## config.mk

```make
export PLATFORM = sky130hd
export DESIGN_NAME = dxsc_top
export DESIGN_NICKNAME = d
export VERILOG_FILES = /design/src/dxsc_pkg.sv /design/src/dxsc_top.sv /design/src/dxsc_nco.sv
export SDC_FILE = /design/constraint.sdc
export NUM_CORES = 1
export LEC_CHECK = 0
export BUFFER_PORTS_ARGS = -buffer_cell sky130_fd_sc_hd__clkbuf_2
export CAP_MARGIN = 20
export CORE_MARGIN = 5
export CORE_UTILIZATION = 45
export DETAILED_ROUTE_END_ITERATION = 8
export PLACE_DENSITY_LB_ADDON = 0.3
export SLEW_MARGIN = 30
export SYNTH_ARGS = -nofsm -noshare
export SYNTH_HDL_FRONTEND = slang
export SYNTH_HIERARCHICAL = 1
export SYNTH_SLANG_ARGS = --single-unit
export TNS_END_PERCENT = 1
```

## constraint.sdc

```tcl
create_clock -name mclk_in -period 8.75 [get_ports mclk_in]
set_clock_uncertainty 0.05 [all_clocks]
set_input_delay 0.875 -clock mclk_in [delete_from_list [all_inputs] [get_ports mclk_in]]
set_output_delay 0.875 -clock mclk_in [all_outputs]
set_load 0.02 [all_outputs]
```

## src/dxsc_pkg.sv

```systemverilog
// Package for the excitation sweep control: widths, reset values, counts.
// Assumes a single 40 MHz clock with synchronous active-high reset.
package dxsc_pkg;
  localparam int FREQ_W = 27;
  localparam int ADDR_W = 12;
  localparam int DAC_W = 10;
  localparam int PTS_W = 9;
  localparam int CLK_DIV = 4;
  localparam logic [1:0] DIV_LAST = 2'(CLK_DIV - 1);
  localparam int PLL_GAIN = 520;
  localparam int PLL_REF_HZ = 32000;
  localparam int MAX_OUT_HZ = 50000;
  localparam int MCLK_HZ = 40000000;
  // Phase step for 50 kHz at the divided rate: f*2^27/(mclk/4)
  localparam logic [FREQ_W-1:0] MAX_STEP =
    FREQ_W'((64'(MAX_OUT_HZ) << FREQ_W) / 64'(MCLK_HZ / CLK_DIV));
  localparam logic [1:0] SRC_EXT = 2'h0;
  localparam logic [1:0] SRC_RC = 2'h1;
  localparam logic [1:0] SRC_PLL = 2'h2;
  localparam logic [1:0] RANGE_2V = 2'h0;
  localparam logic [1:0] RANGE_1V = 2'h1;
  localparam logic [1:0] RANGE_0V5 = 2'h2;
  localparam logic [1:0] RANGE_0V2 = 2'h3;
  localparam int SETTLE_CYC = 16;
  localparam logic [15:0] RESULT_RST = 16'h0000;
  typedef enum logic [3:0] {
    DXSC_IDLE = 4'b0001,
    DXSC_SWEEP = 4'b0010,
    DXSC_MEAS = 4'b0100,
    DXSC_FIXED = 4'b1000
  } dxsc_state_t;
endpackage

```

## src/dxsc_top.sv

```systemverilog
// Excitation sweep control: clock source, divide-by-4, sweep sequencer, NCO.
// Assumes a host-side command decoder drives the plain control ports.
// Contract
// - DDS clock is the master clock divided by four.
// - Output frequency is programmed with 27-bit resolution.
// - DDS clock source is external, RC oscillator or PLL.
// - PLL source multiplies the reference by 520, reference near 32 kHz.
// - Four amplitude ranges: 2 V, 1 V, 0.5 V, 0.2 V.
// - Either steady single frequency or stepped sweep.
// - Excitation begins only after the start command.
// - Programmed frequency is limited to 50 kHz.
// - Each measurement yields a real and an imaginary word.
// - Path is oscillator, modulator, sine table, converter.
// - 27-bit accumulator adds the frequency step each DDS clock cycle.
// - Upper 12 phase bits address the sine table.
`timescale 1ns/1ps
module dxsc_top #(
  parameter int FREQ_W = dxsc_pkg::FREQ_W,
  parameter int PTS_W = dxsc_pkg::PTS_W,
  parameter int SETTLE = dxsc_pkg::SETTLE_CYC
) (
  input wire logic mclk_in,
  input wire logic rst_in,
  input wire logic [1:0] clk_src_in,
  input wire logic rc_tick_in,
  input wire logic pll_tick_in,
  input wire logic [1:0] range_in,
  input wire logic sweep_mode_in,
  input wire logic [FREQ_W-1:0] start_freq_in,
  input wire logic [FREQ_W-1:0] delta_freq_in,
  input wire logic [PTS_W-1:0] num_points_in,
  input wire logic start_in,
  input wire logic stop_in,
  input wire logic meas_done_in,
  input wire logic [15:0] meas_real_in,
  input wire logic [15:0] meas_imag_in,
  output logic [9:0] excitation_output,
  output logic [1:0] range_out,
  output logic [FREQ_W-1:0] freq_out,
  output logic [PTS_W-1:0] point_out,
  output logic dds_ce_out,
  output logic busy_out,
  output logic meas_req_out,
  output logic result_valid_out,
  output logic [15:0] result_real_out,
  output logic [15:0] result_imag_out,
  output logic sweep_done_out,
  output logic pll_mult_out
);
  typedef struct packed {
    dxsc_pkg::dxsc_state_t state;
    logic [1:0] div;
    logic [1:0] src;
    logic [1:0] range;
    logic [FREQ_W-1:0] freq;
    logic [FREQ_W-1:0] delta;
    logic [PTS_W-1:0] pts;
    logic [PTS_W-1:0] point;
    logic [7:0] settle;
    logic meas_req;
    logic res_valid;
    logic [15:0] res_real;
    logic [15:0] res_imag;
    logic done;
    logic rc_s1;
    logic rc_s2;
    logic rc_s3;
    logic pll_s1;
    logic pll_s2;
    logic pll_s3;
  } dxsc_top_t;
  dxsc_top_t r;
  dxsc_top_t next_r;
  logic src_tick;
  logic ce;
  logic run;

  function automatic logic [FREQ_W-1:0] dxsc_clamp(input logic [FREQ_W-1:0] f);
    dxsc_clamp = (f > dxsc_pkg::MAX_STEP) ? dxsc_pkg::MAX_STEP : f;
  endfunction

  // Source ticks come from other oscillators: synchronise, then edge detect
  always_comb begin
    unique case (r.src)
      dxsc_pkg::SRC_RC: src_tick = r.rc_s2 & ~r.rc_s3;
      dxsc_pkg::SRC_PLL: src_tick = r.pll_s2 & ~r.pll_s3;
      default: src_tick = 1'b1;
    endcase
  end

  assign ce = src_tick && (r.div == dxsc_pkg::DIV_LAST);
  assign run = (r.state != dxsc_pkg::DXSC_IDLE);

  always_comb begin
    next_r = r;
    next_r.rc_s1 = rc_tick_in;
    next_r.rc_s2 = r.rc_s1;
    next_r.rc_s3 = r.rc_s2;
    next_r.pll_s1 = pll_tick_in;
    next_r.pll_s2 = r.pll_s1;
    next_r.pll_s3 = r.pll_s2;
    next_r.meas_req = 1'b0;
    next_r.res_valid = 1'b0;
    next_r.done = 1'b0;
    if (src_tick) begin
      next_r.div = (r.div == dxsc_pkg::DIV_LAST) ? 2'h0 : r.div + 2'h1;
    end
    unique case (r.state)
      dxsc_pkg::DXSC_IDLE: begin
        next_r.range = range_in;
        next_r.src = clk_src_in;
        if (start_in) begin
          next_r.freq = dxsc_clamp(start_freq_in);
          next_r.delta = delta_freq_in;
          next_r.pts = num_points_in;
          next_r.point = '0;
          next_r.settle = 8'(SETTLE);
          next_r.state = sweep_mode_in ? dxsc_pkg::DXSC_SWEEP
                                       : dxsc_pkg::DXSC_FIXED;
        end
      end
      dxsc_pkg::DXSC_FIXED: begin
        if (stop_in) begin
          next_r.state = dxsc_pkg::DXSC_IDLE;
        end
      end
      dxsc_pkg::DXSC_SWEEP: begin
        if (stop_in) begin
          next_r.state = dxsc_pkg::DXSC_IDLE;
        end else if (r.settle != 8'h00) begin
          next_r.settle = r.settle - 8'h01;
        end else begin
          next_r.meas_req = 1'b1;
          next_r.state = dxsc_pkg::DXSC_MEAS;
        end
      end
      dxsc_pkg::DXSC_MEAS: begin
        if (stop_in) begin
          next_r.state = dxsc_pkg::DXSC_IDLE;
        end else if (meas_done_in) begin
          next_r.res_valid = 1'b1;
          next_r.res_real = meas_real_in;
          next_r.res_imag = meas_imag_in;
          if (r.point >= r.pts) begin
            next_r.done = 1'b1;
            next_r.state = dxsc_pkg::DXSC_IDLE;
          end else begin
            next_r.point = r.point + PTS_W'(1);
            next_r.freq = dxsc_clamp(FREQ_W'(r.freq + r.delta));
            next_r.settle = 8'(SETTLE);
            next_r.state = dxsc_pkg::DXSC_SWEEP;
          end
        end
      end
      default: next_r.state = dxsc_pkg::DXSC_IDLE;
    endcase
  end

  always_ff @(posedge mclk_in) begin
    if (rst_in) begin
      r <= '0;
      r.state <= dxsc_pkg::DXSC_IDLE;
      r.range <= dxsc_pkg::RANGE_2V;
      r.src <= dxsc_pkg::SRC_EXT;
      r.res_real <= dxsc_pkg::RESULT_RST;
      r.res_imag <= dxsc_pkg::RESULT_RST;
    end else begin
      r <= next_r;
    end
  end

  dxsc_nco u_nco (
    .mclk_in(mclk_in),
    .rst_in(rst_in),
    .ce_in(ce),
    .run_in(run),
    .step_in(r.freq),
    .sine_out(excitation_output)
  );

  assign range_out = r.range;
  assign freq_out = r.freq;
  assign point_out = r.point;
  assign dds_ce_out = ce;
  assign busy_out = run;
  assign meas_req_out = r.meas_req;
  assign result_valid_out = r.res_valid;
  assign result_real_out = r.res_real;
  assign result_imag_out = r.res_imag;
  assign sweep_done_out = r.done;
  assign pll_mult_out = (r.src == dxsc_pkg::SRC_PLL);

  property p_div4;
    @(posedge mclk_in) disable iff (rst_in)
    (r.src == dxsc_pkg::SRC_EXT) && ce |=> !ce [*3] ##1 (ce || r.src != dxsc_pkg::SRC_EXT);
  endproperty
  a_div4: assert property (p_div4) else $error("ce not every fourth cycle");
  property p_start;
    @(posedge mclk_in) disable iff (rst_in)
    r.state == dxsc_pkg::DXSC_IDLE && !start_in |=> r.state == dxsc_pkg::DXSC_IDLE;
  endproperty
  a_start: assert property (p_start) else $error("left idle without start");
  property p_max;
    @(posedge mclk_in) disable iff (rst_in) r.freq <= dxsc_pkg::MAX_STEP;
  endproperty
  a_max: assert property (p_max) else $error("frequency above limit");
  property p_mode;
    @(posedge mclk_in) disable iff (rst_in)
    r.state == dxsc_pkg::DXSC_IDLE && start_in && !sweep_mode_in
    |=> r.state == dxsc_pkg::DXSC_FIXED;
  endproperty
  a_mode: assert property (p_mode) else $error("fixed mode not entered");
  property p_step;
    @(posedge mclk_in) disable iff (rst_in)
    r.state == dxsc_pkg::DXSC_MEAS && meas_done_in && !stop_in && r.point < r.pts
    |=> r.freq == dxsc_clamp(FREQ_W'($past(r.freq) + $past(r.delta)));
  endproperty
  a_step: assert property (p_step) else $error("sweep did not step");
  property p_result;
    @(posedge mclk_in) disable iff (rst_in)
    r.state == dxsc_pkg::DXSC_MEAS && meas_done_in && !stop_in
    |=> result_valid_out && result_real_out == $past(meas_real_in)
        && result_imag_out == $past(meas_imag_in);
  endproperty
  a_result: assert property (p_result) else $error("result words not captured");
  property p_range;
    @(posedge mclk_in) disable iff (rst_in)
    r.state == dxsc_pkg::DXSC_IDLE |=> range_out == $past(range_in);
  endproperty
  a_range: assert property (p_range) else $error("range not taken");
  property p_src;
    @(posedge mclk_in) disable iff (rst_in)
    r.src == dxsc_pkg::SRC_RC && !(r.rc_s2 && !r.rc_s3) |-> !ce;
  endproperty
  a_src: assert property (p_src) else $error("ce without rc tick");
  property p_load;
    @(posedge mclk_in) disable iff (rst_in)
    r.state == dxsc_pkg::DXSC_IDLE && start_in |=> r.delta == $past(delta_freq_in);
  endproperty
  a_load: assert property (p_load) else $error("sweep parameters not loaded");
  property p_busy;
    @(posedge mclk_in) disable iff (rst_in)
    r.state == dxsc_pkg::DXSC_IDLE && start_in |=> busy_out;
  endproperty
  a_busy: assert property (p_busy) else $error("start did not raise busy");
  property p_refuse;
    @(posedge mclk_in) disable iff (rst_in)
    start_in && (r.state == dxsc_pkg::DXSC_SWEEP || r.state == dxsc_pkg::DXSC_FIXED)
    |=> $stable(r.freq);
  endproperty
  a_refuse: assert property (p_refuse) else $error("start taken while busy");
  property p_settle;
    @(posedge mclk_in) disable iff (rst_in)
    r.state == dxsc_pkg::DXSC_SWEEP && r.settle != 8'h00 |=> !meas_req_out;
  endproperty
  a_settle: assert property (p_settle) else $error("request before settling");
  property p_stop;
    @(posedge mclk_in) disable iff (rst_in)
    stop_in && r.state != dxsc_pkg::DXSC_IDLE |=> r.state == dxsc_pkg::DXSC_IDLE;
  endproperty
  a_stop: assert property (p_stop) else $error("stop did not return to idle");
  property p_done;
    @(posedge mclk_in) disable iff (rst_in)
    sweep_done_out |-> result_valid_out && !busy_out;
  endproperty
  a_done: assert property (p_done) else $error("done without last result");
  property p_ignore;
    @(posedge mclk_in) disable iff (rst_in)
    r.state != dxsc_pkg::DXSC_MEAS |=> !result_valid_out;
  endproperty
  a_ignore: assert property (p_ignore) else $error("result outside measurement");
  property p_res_hold;
    @(posedge mclk_in) disable iff (rst_in)
    !(r.state == dxsc_pkg::DXSC_MEAS && meas_done_in)
    |=> $stable(result_real_out) && $stable(result_imag_out);
  endproperty
  a_res_hold: assert property (p_res_hold) else $error("result words changed");
  property p_pll_src;
    @(posedge mclk_in) disable iff (rst_in)
    r.src == dxsc_pkg::SRC_PLL && !(r.pll_s2 && !r.pll_s3) |-> !ce;
  endproperty
  a_pll_src: assert property (p_pll_src) else $error("ce without pll tick");
  property p_div_hold;
    @(posedge mclk_in) disable iff (rst_in)
    !src_tick |=> $stable(r.div);
  endproperty
  a_div_hold: assert property (p_div_hold) else $error("divider moved untimed");
  property p_point;
    @(posedge mclk_in) disable iff (rst_in)
    r.state == dxsc_pkg::DXSC_MEAS && meas_done_in && !stop_in && r.point < r.pts
    |=> point_out == $past(point_out) + PTS_W'(1);
  endproperty
  a_point: assert property (p_point) else $error("point did not advance");
  property p_range_hold;
    @(posedge mclk_in) disable iff (rst_in)
    r.state != dxsc_pkg::DXSC_IDLE |=> $stable(range_out);
  endproperty
  a_range_hold: assert property (p_range_hold) else $error("range moved in run");
  c_fixed: cover property (@(posedge mclk_in) r.state == dxsc_pkg::DXSC_FIXED);
  c_done: cover property (@(posedge mclk_in) sweep_done_out);
  c_pll: cover property (@(posedge mclk_in) pll_mult_out && ce);
  c_refuse: cover property (@(posedge mclk_in) start_in && busy_out);
  c_rc: cover property (@(posedge mclk_in) r.src == dxsc_pkg::SRC_RC && ce);
endmodule

```

## src/dxsc_nco.sv

```systemverilog
// Oscillator: 27-bit phase accumulator, truncation and sine table.
// Assumes step_in is already clamped and ce_in is the divided DDS rate.
`timescale 1ns/1ps
module dxsc_nco #(
  parameter int FREQ_W = dxsc_pkg::FREQ_W,
  parameter int ADDR_W = dxsc_pkg::ADDR_W,
  parameter int DAC_W = dxsc_pkg::DAC_W
) (
  input wire logic mclk_in,
  input wire logic rst_in,
  input wire logic ce_in,
  input wire logic run_in,
  input wire logic [FREQ_W-1:0] step_in,
  output logic [DAC_W-1:0] sine_out
);
  typedef struct packed {
    logic [FREQ_W-1:0] phase;
    logic [DAC_W-1:0] sine;
  } dxsc_nco_t;
  dxsc_nco_t r;
  dxsc_nco_t next_r;
  logic [ADDR_W-1:0] addr;

  // Quarter-symmetric table from a parabola approximation
  function automatic logic [DAC_W-1:0] dxsc_sine(input logic [ADDR_W-1:0] a);
    logic [ADDR_W-3:0] q;
    logic [2*(ADDR_W-2)-1:0] sq;
    logic [DAC_W-2:0] mag;
    q = a[ADDR_W-2] ? ~a[ADDR_W-3:0] : a[ADDR_W-3:0];
    sq = (2*(ADDR_W-2))'(q) * (2*(ADDR_W-2))'(q);
    mag = (DAC_W-1)'(({q, 1'b0} - sq[2*(ADDR_W-2)-1:ADDR_W-2]) >> (ADDR_W - DAC_W));
    dxsc_sine = a[ADDR_W-1] ? DAC_W'({1'b0, ~mag}) : DAC_W'({1'b1, mag});
  endfunction

  assign addr = r.phase[FREQ_W-1 -: ADDR_W];
  assign sine_out = r.sine;

  always_comb begin
    next_r = r;
    if (ce_in && run_in) begin
      next_r.phase = r.phase + step_in;
      next_r.sine = dxsc_sine(addr);
    end
  end

  always_ff @(posedge mclk_in) begin
    if (rst_in) begin
      r <= '0;
    end else begin
      r <= next_r;
    end
  end

  property p_phase_step;
    @(posedge mclk_in) disable iff (rst_in)
    ce_in && run_in |=> r.phase == $past(r.phase) + $past(step_in);
  endproperty
  a_phase_step: assert property (p_phase_step) else $error("phase step wrong");
  property p_hold;
    @(posedge mclk_in) disable iff (rst_in)
    !ce_in |=> $stable(r.phase);
  endproperty
  a_hold: assert property (p_hold) else $error("phase moved without enable");
endmodule

```

==> metrics.txt <==
Worst Hold Endpoint=next_r[0]$_SDFF_PP0_; total net switching power=~0.0013 W; clock slew at reported path FFs=around 0.080 ns; post-synthesis to final-layout area growth=9.53%; total routing usage reported by global routing=between 20% and 30%; Ys Warns=6; Final Max Slew Viols=0; Top-Level Pins=193; sequential cell fraction of total power=between 30 and 40%; PD cells=211 nW/um^2; Overflow after GRT=0; RSZ-0062 raised after global routing=false; routability-driven placement congestion ratio=between 0.8 and 0.9; Setup Buffers After CTS=0; combinational share of power=between 40% and 50%; Post-Synthesis Cells=1653; area of all placed cells without fillers=14400 sq um; Longest Clk Path Bufs=2; share of cells above drive strength 1=about 15%; CTS root buffer=clkbuf_16; std cell rows=62; pre-CTS setup slack=0.855 ns; Port Buffers=192; HP Start=next_r[1]$_SDFF_PP0_; number of synthesized flops with an enable pin=0; actual transition at the worst max-transition pin=between 0.8 and 0.9 ns; Data arrival, critical path=8.21 ns; final setup margin=approximately 0.84 ns; power consumption=around 0.0030 W; worst slew margin relative to its limit=about 46%; HPWL after detailed placement=about 27000 um; met2 Usage GRT=between 30% and 40%; wire length of the first global-routing pass=around 57000 um; starting density of the core=45.7%; LEAKAGE=6.68 nW; clock power share=26.5%; Hold Crit Class=reg2reg; capturing point of the worst reg2reg path=u_nco/sine_out[8]$_SDFFE_PP0P_; Antenna Cells=0; worst setup path startpoint=u_nco/addr[10]$_SDFFE_PP0P_; antenna violations before repair=2; count of cell types in the netlist=between 90 and 100; Max VDD drop=between 0.1 and 0.15 mV; clock tree from TritonCTS=built; number of nets in the layout=2011; ratio of routed vias to standard cells=around 5.4; area of the core=around 29000 sq um; area enclosed by the die boundary=roughly 33000 sq um; global-route track usage on met3=roughly 4.8%; category of the critical setup timing path=reg2reg; number of buffers added to fix hold violations after cts=0; area of all sequential standard cells=roughly 3400 sq um; cells resized by post-CTS repair=0; TritonCTS sink count=approximately 170; number of CTS-inserted buffers=17; endpoints failing setup=0; WL/cell=about 16 um; post-route DRC violation count=0; Synth Net Count=~1900; register bit count reported by yosys=around 170; largest fanout on the critical path=15; Worst EP required=9.05 ns; global routing met1 resource utilization=between 20% and 30%; type of element launching the critical path=flip-flop; Final period util=between 90% and 100%; fraction of synthesized cell area taken by the top area cell type=about a quarter; maximum number of pins on one net before global-route repair=90; Post-Syn Area per Cell=~8 sq um; die boundary width=181 um; length in cells of the worst reg-to-reg path=27; clock insertion delay at the later pin of the skew report=~0.43 ns; run status=complete, no violations; cell-internal power=between 0.0015 and 0.002 W; drt total wl=34100 um; Final min period=~8 ns; 1st-iter DRT viols=approximately 690; maximum capacitance violations=0; H-tree depth reported by CTS=4; highest clock frequency the design can meet=between 0.1 and 0.15 GHz; worst hold stages=1; final hold violation count=0; post-synthesis instance area=13100 sq um; register-to-register setup slack=about 0.84 ns; switching power as a share of total power=around 41%; Post-synth top flop=dfxtp_1; Setup crit end kind=flip-flop; vias in the first global route=roughly 12000; area taken by multi-input logic gates=around 8500 sq um; largest cells by area after synthesis=dfxtp_1, ha_1, nand2_1, fa_1, a21oi_1; cell taking the most area after synthesis=dfxtp_1; sequential share of the synthesized area=between 20% and 30%; number of vias after detailed routing=between 10000 and 15000; fraction of synthesis flops using an asynchronous set or reset pin=0%; residual antenna-violating net count after detailed routing=0; layer with the highest usage after global routing=met2; Initial DRT Pass Iterations=5; cell area after placement=between 10000 and 15000 sq um; fill count=2813; Post-Route Hold Slack=0.394 ns; worst flop-to-flop path startpoint=u_nco/addr[10]$_SDFFE_PP0P_; Setup Total Neg Slack=0 ns; die height=~180 um
[state kept, by name, summed over array words and instances (netlist names), 4 cells and up]
register / count
u_nco/sine_out: 10
point_out: 9
next_r: 4
r: 54
u_nco/r: 15
result_imag_out: 16
u_nco/addr: 12
freq_out: 27
result_real_out: 16
[per-layer routing]
layer	vias up	share of wire (%)
met1	5400	46
li1	5723	-
met5	-	0.059
met4	4	1.9
met2	308	46
met3	54	6.1
[critical path, cell delays in order, from the launching register on]
cell,delay (ns)
dfxtp_1,0.75
xor2_1,0.71
nand2_1,0.21
inv_1,0.12
fa_1,0.44
fa_1,0.54
fa_1,0.44
fa_1,0.54
inv_1,0.05
fa_1,0.52
inv_1,0.04
ha_1,0.31
nand2_1,0.06
o21ai_0,0.34
a21oi_1,0.12
o21bai_1,0.26
a21oi_2,0.13
o21ai_2,0.27
a21oi_1,0.15
o21bai_1,0.17
xnor2_1,0.17
ha_1,0.28
and2_1,0.16
a221o_1,0.29
a31oi_1,0.22
o21ai_1,0.12
xnor2_1,0.13
a211oi_1,0.24
[synthesized netlist by cell type, types with 24 or more instances]
library cell and count:
fa_1 48, inv_1 112, o21ai_0 53, a21oi_1 174, ha_1 123, a21o_1 24
clkbuf_1 49, buf_4 80, xnor2_1 57, nand2_1 259, nor3_1 26, nor2_1 145
xor2_1 36, dfxtp_1 168
[layout by cell type (no fill, tap or decap), types with 10 or more instances in the layout]
cell type,instances
nor2b_1,14
clkbuf_16,17
xor2_1,36
nor2_1,145
o21a_1,18
nor3_1,26
o21ai_0,53
nand3_1,22
a211oi_1,20
ha_1,123
or3_1,11
nand2b_1,10
and2_1,14
clkbuf_2,191
xnor2_1,57
a21o_1,24
a31oi_1,12
a21oi_1,173
nand2_1,259
dfxtp_1,168
fa_1,48
inv_1,112
[cells by family (layout without fill, tap and decap cells)]
logic type	Yosys count	after routing	share of synthesized area, %
xor gates and xnor gates	93	93	6.19
AOI/OAI and AO/OA	384	384	18.6
and+or+nand+nor	574	574	20.0
adders and majority gates	171	171	19.0
muxes	8	8	0.619
DFF	168	168	25.6
buffers and inverters	255	347	9.98
[per-stage QoR]
stage                     utilization (%)  cells
after global routing                 50.0   2129
after detailed placement             47.9   2098
after global placement               47.9   2098
after CTS                            50.0   2129
after floorplan                         -   1653
final                                50.0   2129
[power groups by stage]
stage | logic, W | registers (W) | clock network, W
3_5_place_dp | 0.00123 | 0.00101 | 0
2_1_floorplan | 0.00101 | 0.000958 | 0
4_1_cts | 0.00124 | 0.000992 | 0.000827
6_report | 0.00124 | 0.000994 | 0.000807
3_3_place_gp | 0.00121 | 0.00101 | 0
5_1_grt | 0.00138 | 0.00101 | 0.000862
[layout make-up]
class / count / area share, %
Timing Repair Buffer: 201 / 7.18
Tap cell: 384 / 3.34
Multi-Input combinational cell: 1230 / 58.9
Clock inverter: 13 / 1.26
Sequential cell: 168 / 23.4
Inverter: 115 / 3.00
Clock buffer: 18 / 2.98
[worst max path at each step]
stage | endpoint | cells after the start | slack, ns
global placement | u_nco/sine_out[8]$_SDFFE_PP0P_ | 26 | 1.05
detailed placement | u_nco/sine_out[8]$_SDFFE_PP0P_ | 27 | 0.86
CTS | u_nco/sine_out[8]$_SDFFE_PP0P_ | 27 | 0.84
global route | u_nco/sine_out[8]$_SDFFE_PP0P_ | 29 | 0.27
finish | u_nco/sine_out[8]$_SDFFE_PP0P_ | 27 | 0.84
floorplan | u_nco/sine_out[8]$_SDFFE_PP0P_ | 30 | 1.56
Power figures use the tool's default switching activity.
